[config.mk]
export PLATFORM = sky130hd
export DESIGN_NAME = smsp_core
export DESIGN_NICKNAME = d
export VERILOG_FILES = /design/src/core/smsp_pkg.sv /design/src/core/smsp_core.sv
export SDC_FILE = /design/constraint.sdc
export NUM_CORES = 1
export LEC_CHECK = 0
export ABC_AREA = 0
export BUFFER_PORTS_ARGS = -buffer_cell sky130_fd_sc_hd__buf_2
export CAP_MARGIN = 20
export CORE_MARGIN = 2
export CORE_UTILIZATION = 55
export CTS_BUF_LIST = sky130_fd_sc_hd__clkbuf_8 sky130_fd_sc_hd__clkbuf_16
export DETAILED_ROUTE_END_ITERATION = 12
export PLACE_DENSITY_LB_ADDON = 0.3
export SYNTH_ARGS = -nofsm -noshare
export SYNTH_HDL_FRONTEND = slang
export SYNTH_SLANG_ARGS = --single-unit
[constraint.sdc]
create_clock -name clk -period 3.02 [get_ports clk]
set_input_delay 0.302 -clock clk [delete_from_list [all_inputs] [get_ports clk]]
set_output_delay 0.302 -clock clk [all_outputs]
set_load 0.01 [all_outputs]
[src/core/smsp_pkg.sv]
package smsp_pkg;
	// Register offsets on the special-function register port.
	localparam logic [7:0] ADDR_STATUS = 8'hf4;
	localparam logic [7:0] ADDR_DATA = 8'hf5;
	localparam logic [7:0] ADDR_CTRL = 8'hf6;
	localparam logic [7:0] ADDR_IRQEN = 8'hf7;
	// Status register bit positions.
	localparam int ST_DONE = 7;
	localparam int ST_WRITE_COLLISION_FLAG = 6;
	localparam int ST_OVF = 5;
	localparam int ST_MODE_FAULT_FLAG = 4;
	localparam int ST_NOFAULT = 3;
	localparam int ST_TXFULL = 2;
	// Control register bit positions.
	localparam int CT_SELECT_OUTPUT_ENABLE = 7;
	localparam int CT_EN = 6;
	localparam int CT_LSB = 5;
	localparam int CT_MASTER_SELECT = 4;
	localparam int CT_CLOCK_POLARITY = 3;
	localparam int CT_CLOCK_PHASE = 2;
	localparam int CT_DIVHI = 1;
	localparam int CT_DIVLO = 0;
	// Interrupt enable register bit positions.
	localparam int IE_SERIAL = 0;
	localparam int IE_GLOBAL = 1;
	// Control bits whose change aborts a running byte.
	localparam logic [7:0] CFG_MASK = 8'h3f;
	// Reset values.
	localparam logic [7:0] RST_BYTE = 8'h00;
	localparam logic [3:0] RST_EDGE = 4'h0;
	localparam logic [2:0] RST_DIV = 3'h0;
	// Half-period limits for dividers 2, 4, 8 and 16.
	localparam logic [2:0] HALF_DIV2 = 3'h0;
	localparam logic [2:0] HALF_DIV4 = 3'h1;
	localparam logic [2:0] HALF_DIV8 = 3'h3;
	localparam logic [2:0] HALF_DIV16 = 3'h7;
	// Master engine states.
	typedef enum logic [1:0] {
		SM_IDLE = 2'b01,
		SM_BUSY = 2'b10
	} smsp_state_t;
endpackage

[src/core/smsp_core.sv]
// Strobed register access was chosen for this implementation.
`timescale 1ns/10ps
module smsp_core #(
	parameter int EDGES = 16 // Serial clock edges per byte.
) (
	input wire logic clk, // System clock, 100 MHz.
	input wire logic rst, // Synchronous reset, active high.
	input wire logic [7:0] addr, // Register address.
	input wire logic [7:0] wdata, // Register write data.
	input wire logic wrEn, // Write strobe.
	input wire logic rdEn, // Read strobe.
	output logic [7:0] rdata, // Read data, cycle after the strobe.
	input wire logic sclkIn, // Serial clock pin level.
	output logic sclkOut, // Serial clock drive value.
	output logic sclkOe, // Serial clock drive enable.
	input wire logic mosiIn, // Master-out line level.
	output logic mosiOut, // Master-out drive value.
	output logic mosiOe, // Master-out drive enable.
	input wire logic misoIn, // Master-in line level.
	output logic misoOut, // Master-in drive value.
	output logic misoOe, // Master-in drive enable.
	input wire logic ssIn, // Slave-select pin level, low selects.
	output logic ssOut, // Slave-select drive value.
	output logic select_output_enable, // Slave-select drive enable.
	output logic irqReq // Serial interrupt request.
);
	import smsp_pkg::*;

	////////////////////////////////////////////////////////////////////
	// Helpers.

	// Shift one bit into the byte in the configured direction.
	function automatic logic [7:0] shiftIn(input logic [7:0] v,
		input logic b, input logic lsb);
		shiftIn = lsb ? {b, v[7:1]} : {v[6:0], b};
	endfunction

	// The bit that goes out next.
	function automatic logic pick(input logic [7:0] v, input logic lsb);
		pick = lsb ? v[0] : v[7];
	endfunction

	// Half-period limit of the master divider.
	function automatic logic [2:0] divLimit(input logic [1:0] sel);
		case (sel)
			2'b00: divLimit = HALF_DIV2;
			2'b01: divLimit = HALF_DIV4;
			2'b10: divLimit = HALF_DIV8;
			default: divLimit = HALF_DIV16;
		endcase
	endfunction

	// Fill the bits not yet received with ones.
	function automatic logic [7:0] fillOnes(input logic [7:0] v,
		input logic [2:0] got, input logic lsb);
		logic [7:0] r;
		r = v;
		for (int i = 0; i < 8; i++) begin
			if (i >= int'(got)) begin
				r = shiftIn(r, 1'b1, lsb);
			end
		end
		fillOnes = r;
	endfunction

	////////////////////////////////////////////////////////////////////
	// State.

	logic [7:0] ctrl_ff; // Control register.
	logic [1:0] irqEn_ff; // Serial and global interrupt enables.
	logic done_ff; // Transfer done flag.
	logic write_collision_flag_ff; // Write collision flag.
	logic ovf_ff; // Overrun flag.
	logic mode_fault_flag_ff; // Mode fault flag.
	logic noFault_ff; // Fault detection disable.
	logic txFull_ff; // Shifter holds unsent data.
	logic [7:0] sh_ff; // Shift register.
	logic [7:0] rxBuf_ff; // Read data buffer.
	logic rxBit_ff; // Bit sampled, waiting for the shift edge.
	logic outBit_ff; // Bit presented on the data line.
	logic [3:0] edgeCnt_ff; // Serial clock edges seen in this byte.
	logic [2:0] divCnt_ff; // Master divider count.
	logic sclk_ff; // Master serial clock level.
	logic sclkPrev_ff; // Previous sampled clock pin level.
	logic ssPrev_ff; // Previous sampled select pin level.
	logic [7:0] rdata_ff; // Read data.
	logic irq_ff; // Interrupt request.
	logic ssOut_ff; // Select drive value.
	logic select_output_enable_ff; // Select drive enable.
	logic sclkOe_ff; // Clock drive enable.
	logic mosiOe_ff; // Master-out drive enable.
	logic misoOe_ff; // Master-in drive enable.
	smsp_state_t state_ff; // Master engine state.

	////////////////////////////////////////////////////////////////////
	// Decode and events.

	logic enabled, isMaster, lsb, clock_phase, wrData, wrStat, wrCtrl;
	logic cfgChange, modeFault, slaveSel, ssFall, mEdge, sEdge, edgeEv;
	logic firstOfPair, lastEdge, abortAll, slaveAbort, busy;
	logic wrAccept, wcolEv, byteDone, inBit, autoSs;
	logic [7:0] shNext;

	assign enabled = ctrl_ff[CT_EN];
	assign isMaster = ctrl_ff[CT_MASTER_SELECT];
	assign lsb = ctrl_ff[CT_LSB];
	assign clock_phase = ctrl_ff[CT_CLOCK_PHASE];
	assign wrData = wrEn && addr == ADDR_DATA;
	assign wrStat = wrEn && addr == ADDR_STATUS;
	assign wrCtrl = wrEn && addr == ADDR_CTRL;
	// A reconfiguration while running is an abort, not a retune.
	assign cfgChange = wrCtrl && enabled
		&& ((wdata ^ ctrl_ff) & CFG_MASK) != RST_BYTE;
	// The pin is a fault input only for an enabled master.
	assign modeFault = enabled && isMaster && !noFault_ff
		&& !ssIn;
	// A slave listens to its pins only while selected.
	assign slaveSel = enabled && !isMaster && !ssIn;
	assign ssFall = ssPrev_ff && !ssIn;
	assign mEdge = state_ff == SM_BUSY
		&& divCnt_ff == divLimit(ctrl_ff[CT_DIVHI:CT_DIVLO]);
	assign sEdge = slaveSel && sclkIn != sclkPrev_ff;
	assign edgeEv = isMaster ? mEdge : sEdge;
	assign firstOfPair = !edgeCnt_ff[0];
	assign lastEdge = edgeEv && edgeCnt_ff == 4'(EDGES - 1);
	assign abortAll = cfgChange || modeFault || !enabled;
	assign slaveAbort = enabled && !isMaster && ssIn
		&& edgeCnt_ff != RST_EDGE;
	// Phase zero slaves are busy from selection; phase one from clocking.
	assign busy = isMaster ? state_ff == SM_BUSY
		: (!ssIn && (!clock_phase || edgeCnt_ff != RST_EDGE));
	assign wrAccept = wrData && !done_ff && !busy;
	assign wcolEv = wrData && !done_ff && busy;
	assign byteDone = lastEdge && !abortAll;
	assign inBit = isMaster ? misoIn : mosiIn;
	// Phase one samples and shifts on the same edge.
	assign shNext = shiftIn(sh_ff, clock_phase ? inBit : rxBit_ff, lsb);
	assign autoSs = enabled && isMaster && noFault_ff
		&& ctrl_ff[CT_SELECT_OUTPUT_ENABLE];

	////////////////////////////////////////////////////////////////////
	// Control and enable registers; mode fault drops master and enable.
	always_ff @(posedge clk) begin
		if (rst) begin
			ctrl_ff <= RST_BYTE;
			irqEn_ff <= 2'b00;
		end else begin
			if (wrCtrl) begin
				ctrl_ff <= wdata;
			end
			if (modeFault) begin
				ctrl_ff[CT_MASTER_SELECT] <= 1'b0;
				ctrl_ff[CT_EN] <= 1'b0;
			end
			if (wrEn && addr == ADDR_IRQEN) begin
				irqEn_ff <= wdata[IE_GLOBAL:IE_SERIAL];
			end
		end
	end

	////////////////////////////////////////////////////////////////////
	// Status flags: writing zero clears, and a same-cycle set wins.
	always_ff @(posedge clk) begin
		if (rst) begin
			done_ff <= 1'b0;
			write_collision_flag_ff <= 1'b0;
			ovf_ff <= 1'b0;
			mode_fault_flag_ff <= 1'b0;
			noFault_ff <= 1'b0;
		end else begin
			if (wrStat) begin
				done_ff <= done_ff & wdata[ST_DONE];
				write_collision_flag_ff <= write_collision_flag_ff & wdata[ST_WRITE_COLLISION_FLAG];
				ovf_ff <= ovf_ff & wdata[ST_OVF];
				mode_fault_flag_ff <= mode_fault_flag_ff & wdata[ST_MODE_FAULT_FLAG];
				noFault_ff <= wdata[ST_NOFAULT];
			end
			if (byteDone) begin
				done_ff <= 1'b1;
			end
			if (byteDone && done_ff) begin
				ovf_ff <= 1'b1;
			end
			if (wcolEv) begin
				write_collision_flag_ff <= 1'b1;
			end
			if (modeFault) begin
				mode_fault_flag_ff <= 1'b1;
			end
		end
	end

	////////////////////////////////////////////////////////////////////
	// Master engine state and divider.
	always_ff @(posedge clk) begin
		if (rst) begin
			state_ff <= SM_IDLE;
			divCnt_ff <= RST_DIV;
		end else begin
			case (state_ff)
				SM_IDLE: begin
					divCnt_ff <= RST_DIV;
					if (wrAccept && isMaster && enabled && !abortAll) begin
						state_ff <= SM_BUSY;
					end
				end
				SM_BUSY: begin
					divCnt_ff <= mEdge ? RST_DIV : divCnt_ff + 3'h1;
					if (abortAll || byteDone) begin
						state_ff <= SM_IDLE;
					end
				end
				default: begin
					state_ff <= SM_IDLE;
				end
			endcase
		end
	end

	////////////////////////////////////////////////////////////////////
	// Shifter and edge count, shared by master and slave.
	always_ff @(posedge clk) begin
		if (rst) begin
			sh_ff <= RST_BYTE;
			rxBit_ff <= 1'b0;
			outBit_ff <= 1'b0;
			edgeCnt_ff <= RST_EDGE;
			txFull_ff <= 1'b0;
		end else begin
			if (wrAccept) begin
				// Writes go straight into the shifter.
				sh_ff <= wdata;
				outBit_ff <= pick(wdata, lsb);
				txFull_ff <= 1'b1;
			end else if (abortAll || slaveAbort) begin
				edgeCnt_ff <= RST_EDGE;
				txFull_ff <= 1'b0;
				if (slaveAbort) begin
					sh_ff <= fillOnes(sh_ff, edgeCnt_ff[3:1], lsb);
				end
			end else if (edgeEv) begin
				edgeCnt_ff <= lastEdge ? RST_EDGE : edgeCnt_ff + 4'h1;
				if (firstOfPair) begin
					if (clock_phase) begin
						outBit_ff <= pick(sh_ff, lsb);
					end else begin
						rxBit_ff <= inBit;
					end
				end else begin
					sh_ff <= shNext;
					// Phase one must hold the line through its sampling edge.
					if (!clock_phase) begin
						outBit_ff <= pick(shNext, lsb);
					end
				end
				if (lastEdge) begin
					txFull_ff <= 1'b0;
				end
			end else if (ssFall && !isMaster && !clock_phase) begin
				// Phase zero slaves present their first bit early.
				outBit_ff <= pick(sh_ff, lsb);
			end
		end
	end

	////////////////////////////////////////////////////////////////////
	// Read buffer: overrun keeps the older byte.
	always_ff @(posedge clk) begin
		if (rst) begin
			rxBuf_ff <= RST_BYTE;
		end else if (byteDone && !done_ff) begin
			rxBuf_ff <= shNext;
		end
	end

	////////////////////////////////////////////////////////////////////
	// Pin drivers and sampled pin history.
	always_ff @(posedge clk) begin
		if (rst) begin
			sclk_ff <= 1'b0;
			sclkPrev_ff <= 1'b0;
			ssPrev_ff <= 1'b1;
			ssOut_ff <= 1'b1;
			select_output_enable_ff <= 1'b0;
			sclkOe_ff <= 1'b0;
			mosiOe_ff <= 1'b0;
			misoOe_ff <= 1'b0;
		end else begin
			sclkPrev_ff <= sclkIn;
			ssPrev_ff <= ssIn;
			if (state_ff == SM_BUSY && mEdge && !abortAll) begin
				sclk_ff <= !sclk_ff;
			end else if (state_ff != SM_BUSY) begin
				sclk_ff <= ctrl_ff[CT_CLOCK_POLARITY];
			end
			sclkOe_ff <= enabled && isMaster;
			mosiOe_ff <= enabled && isMaster;
			misoOe_ff <= slaveSel;
			// The select line follows the engine only as an output.
			select_output_enable_ff <= autoSs;
			// Select drops with the start, so a phase zero slave has its
			// first bit on the line before the first clock edge.
			ssOut_ff <= !(autoSs && (state_ff == SM_BUSY
				|| (wrAccept && isMaster && !abortAll)));
		end
	end

	////////////////////////////////////////////////////////////////////
	// Register reads and interrupt request.
	always_ff @(posedge clk) begin
		if (rst) begin
			rdata_ff <= RST_BYTE;
			irq_ff <= 1'b0;
		end else begin
			irq_ff <= (done_ff || ovf_ff || mode_fault_flag_ff) && irqEn_ff[IE_SERIAL]
				&& irqEn_ff[IE_GLOBAL];
			rdata_ff <= RST_BYTE;
			if (rdEn) begin
				case (addr)
					ADDR_STATUS: begin
						rdata_ff <= {done_ff, write_collision_flag_ff, ovf_ff, mode_fault_flag_ff,
							noFault_ff, txFull_ff, 2'b00};
					end
					ADDR_DATA: begin
						rdata_ff <= rxBuf_ff;
					end
					ADDR_CTRL: begin
						rdata_ff <= ctrl_ff;
					end
					ADDR_IRQEN: begin
						rdata_ff <= {6'h00, irqEn_ff};
					end
					default: begin
						rdata_ff <= RST_BYTE;
					end
				endcase
			end
		end
	end

	assign rdata = rdata_ff;
	assign sclkOut = sclk_ff;
	assign sclkOe = sclkOe_ff;
	assign mosiOut = outBit_ff;
	assign mosiOe = mosiOe_ff;
	assign misoOut = outBit_ff;
	assign misoOe = misoOe_ff;
	assign ssOut = ssOut_ff;
	assign select_output_enable = select_output_enable_ff;
	assign irqReq = irq_ff;
endmodule // smsp_core

==> run summary <==
Worst flop-to-flop path endpoint: sh_ff[7]
Grt ovf: 0
Register area: 1180 µm²
CTS clock-pin slew for the worst setup and hold paths: 0.08 ns
Final WL: 10100 µm
Max Clk Rate: 404 MHz
Iter 0 DRT Violations: 289
Worst r2r src: edgeCnt_ff[0]
Initial antenna violation count: 0
Hold WS: 0.204 ns
Clock buffer depth: 2
Final Non-Filler Cells: 566
Min Tclk post-route: 2.47 ns
Vias: 3641
Die span in x: 85.7 µm
TritonCTS clock tree: done
CP arrival: 2.74 ns
Routability cong.: 0.999
Port Buf Inserts: 40
Register share of total power: 49.6%
Post-CTS resize count: 0
Core area: 6390 µm²
Ports: 41
Largest fanout on the critical path: 6
Tot GR Track Use: 28.1%
Setup Skew: 0.00773 ns
VDD IR max: 269 µV
Hold_buf cts: 0
Vias in the first global route: 3277
Library cells used by synthesis: 74
Cells after DPL: 550
Combinational fraction of design power: 4.2%
Vias per cell: 6.43
Psw: 0.385 mW
CP delay by family, top: compound AO/OA/AOI/OAI gates
Slew HR: 61.5%
Die ar.: 7350 µm²
Final worst slack: 0.546 ns
DRT Pass-1 Iters: 5
Wirelength per Cell: 17.9 µm
Synth top area share: 32.2%
Hold crit path type: in2reg
Die Span Y: 85.7 µm
Mean Syn Cell Area: 8.05 µm²
Worst slew pin tran: 0.574 ns
Critical Path Max Stage Delay: 0.42 ns
Ys Warns: 0
Leak: 1.49 nW
Drt drc: 0
Area leader, netlist: dfxtp_1
Count leader, synth: dfxtp_1
Seq/Total Area, Yosys: 32.2%
Setup Viol. Count Final: 0
H-tree depth: 3
Crit-path cells: inv_1 > ha_1 > nor3b_2 > or3_4 > and2_4 > a21oi_1 > o21ai_0 > a311oi_2
Clock power share: 46.1%
Post-DP HPWL: 7450 µm
Diode count: 0
Final Hold Viols: 0
Worst Setup EP: sh_ff[7]
Root Driver: clkbuf_8
Starting Density: 57.5%
Fraction of layout cells with a size suffix above 1: 20.7%
Post-CTS Repair Setup Buffers: 0
Startpoint types: flip-flop
Place WS: 0.627 ns
Worst Path Required: 3.28 ns
Final net count: 513
Multi-input logic area: 2270 µm²
Main synth FF type: dfxtp_1
Async set-reset flop share out of synthesis: 0%
Max_cap viols: 0
Pwr dens: 387 nW/µm²
Largest net degree at the start of global routing: 43
Routed Antenna Nets: 0
Status: finished clean
Net Sw Frac: 24.5%
Slowest-stage cell, CP: dfxtp_1
Worst setup path category: reg2reg
Hold Startpoint: ssIn
Worst setup startpoint: edgeCnt_ff[0]
Final slew viol count: 0
Flops & latches, synth: 59
Fill count: 575
Final Util: 63.6%
Crit path depth: 8
Clock latency on the worst-skew pair: 0.35 ns
Top cells by area, synth: dfxtp_1 32%, mux2i_1 6.8%, nor2_1 5.6%, a21oi_1 5.2%, o21ai_0 4.1%
Final Cycle Share: 81.9%
Post-Syn Nets: 485
Setup TNS: 0 ns
Clk sink count: 59
Commonest cells in the synthesized netlist: 59 x dfxtp_1, 55 x nor2_1, 38 x a21oi_1
CTS buffer count: 9
R2R Setup Slk: 0.55 ns
Post-synth EDFFs: 0
First-pass GRT wire length: 16200 µm
Synthesized area: 3670 µm²
Unrepaired setup endpoints after global routing: false
Gate Count Post-Synth: 456
FP Rows: 29
Crit. End Element: flip-flop
Pint: 1.19 mW
CP Buf/Inv Count: 1
R2r worst-path depth: 8
Layout area overhead: 10.6%
==> how the worst min path moves through the flow <==
stage / to / slack (ns) / cells past startpoint
final: ssPrev_ff / 0.20 / 2
after CTS: ssPrev_ff / 0.20 / 2
after detailed placement: irqReq / 0.45 / 2
after global routing: ssPrev_ff / 0.20 / 2
after floorplan: ssPrev_ff / 0.41 / 1
after global placement: irqReq / 0.44 / 2
==> power groups by stage <==
stage               combinational [mW]  sequential, mW  clock, mW
floorplan                       0.0358           0.798          0
global placement                0.0645           0.798          0
detailed placement              0.0654           0.798          0
CTS                             0.0659           0.780      0.736
global route                    0.0715           0.780      0.764
finish                          0.0668           0.780      0.726
==> metrics by stage <==
step | power [mW] | cell area, µm²
after global routing | 1.62 | 4060
after global placement | 0.863 | 3860
after floorplan | 0.834 | 3670
after CTS | 1.58 | 4060
after detailed placement | 0.864 | 3860
final | 1.57 | 4060
==> layer usage <==
layer  up-vias  track usage [%]  part of all wire (%)
met5         -                0                     0
met4         0             10.1                   1.9
met3        21             5.68                   7.3
met2       163             44.8                    47
met1      1744             37.8                    44
li1       1713                -                     -
==> final cells by class <==
| class | instances | share of cell area, % |
|---|---|---|
| inverters | 11 | 1.02 |
| multi-input cells | 353 | 55.8 |
| well taps | 77 | 2.37 |
| clock buffers | 9 | 3.05 |
| clock inverters | 7 | 1.88 |
| flip-flops and latches | 59 | 29.1 |
| repair buffers | 50 | 6.78 |
==> logic make-up (layout without fill, tap and decap cells) <==
kind of cell | after synthesis | after routing | synth area share, %
simple gates | 174 | 174 | 24.5
compound gates | 136 | 136 | 25.3
flops | 59 | 59 | 32.2
buf+inv | 44 | 77 | 6.10
mux | 29 | 29 | 8.04
xor+xnor | 9 | 9 | 2.15
fa+ha+maj | 5 | 5 | 1.70
==> state kept, by name, indices dropped and copies added (netlist names), 2 cells and up <==
name	cells
rxBuf_ff	8
edgeCnt_ff	4
divCnt_ff	3
irqEn_ff	2
ctrl_ff	8
sh_ff	8
state_ff	2
rdata	8
==> layout by cell type, fill, tap and decap left out, types with 3 or more instances in the layout <==
cell type and n:
and2_1 4, buf_4 10, and3_1 5, a31oi_1 9
a21oi_1 38, o211ai_1 3, nor3b_1 4, nor2b_1 8
a32oi_1 3, o22ai_1 3, nor3_1 14, nand3_1 11
a22oi_1 4, mux2i_1 25, inv_1 10, nand2_1 33
o21ai_0 30, xnor2_1 7, nand4_1 8, ha_1 5
dfxtp_1 59, o21ai_1 6, mux2_2 4, or2_2 6
a211oi_1 5, nor2_1 55, buf_2 40, nand2b_1 7
clkbuf_8 9, a211oi_2 5
No activity file was read; power rests on OpenSTA's default activity.
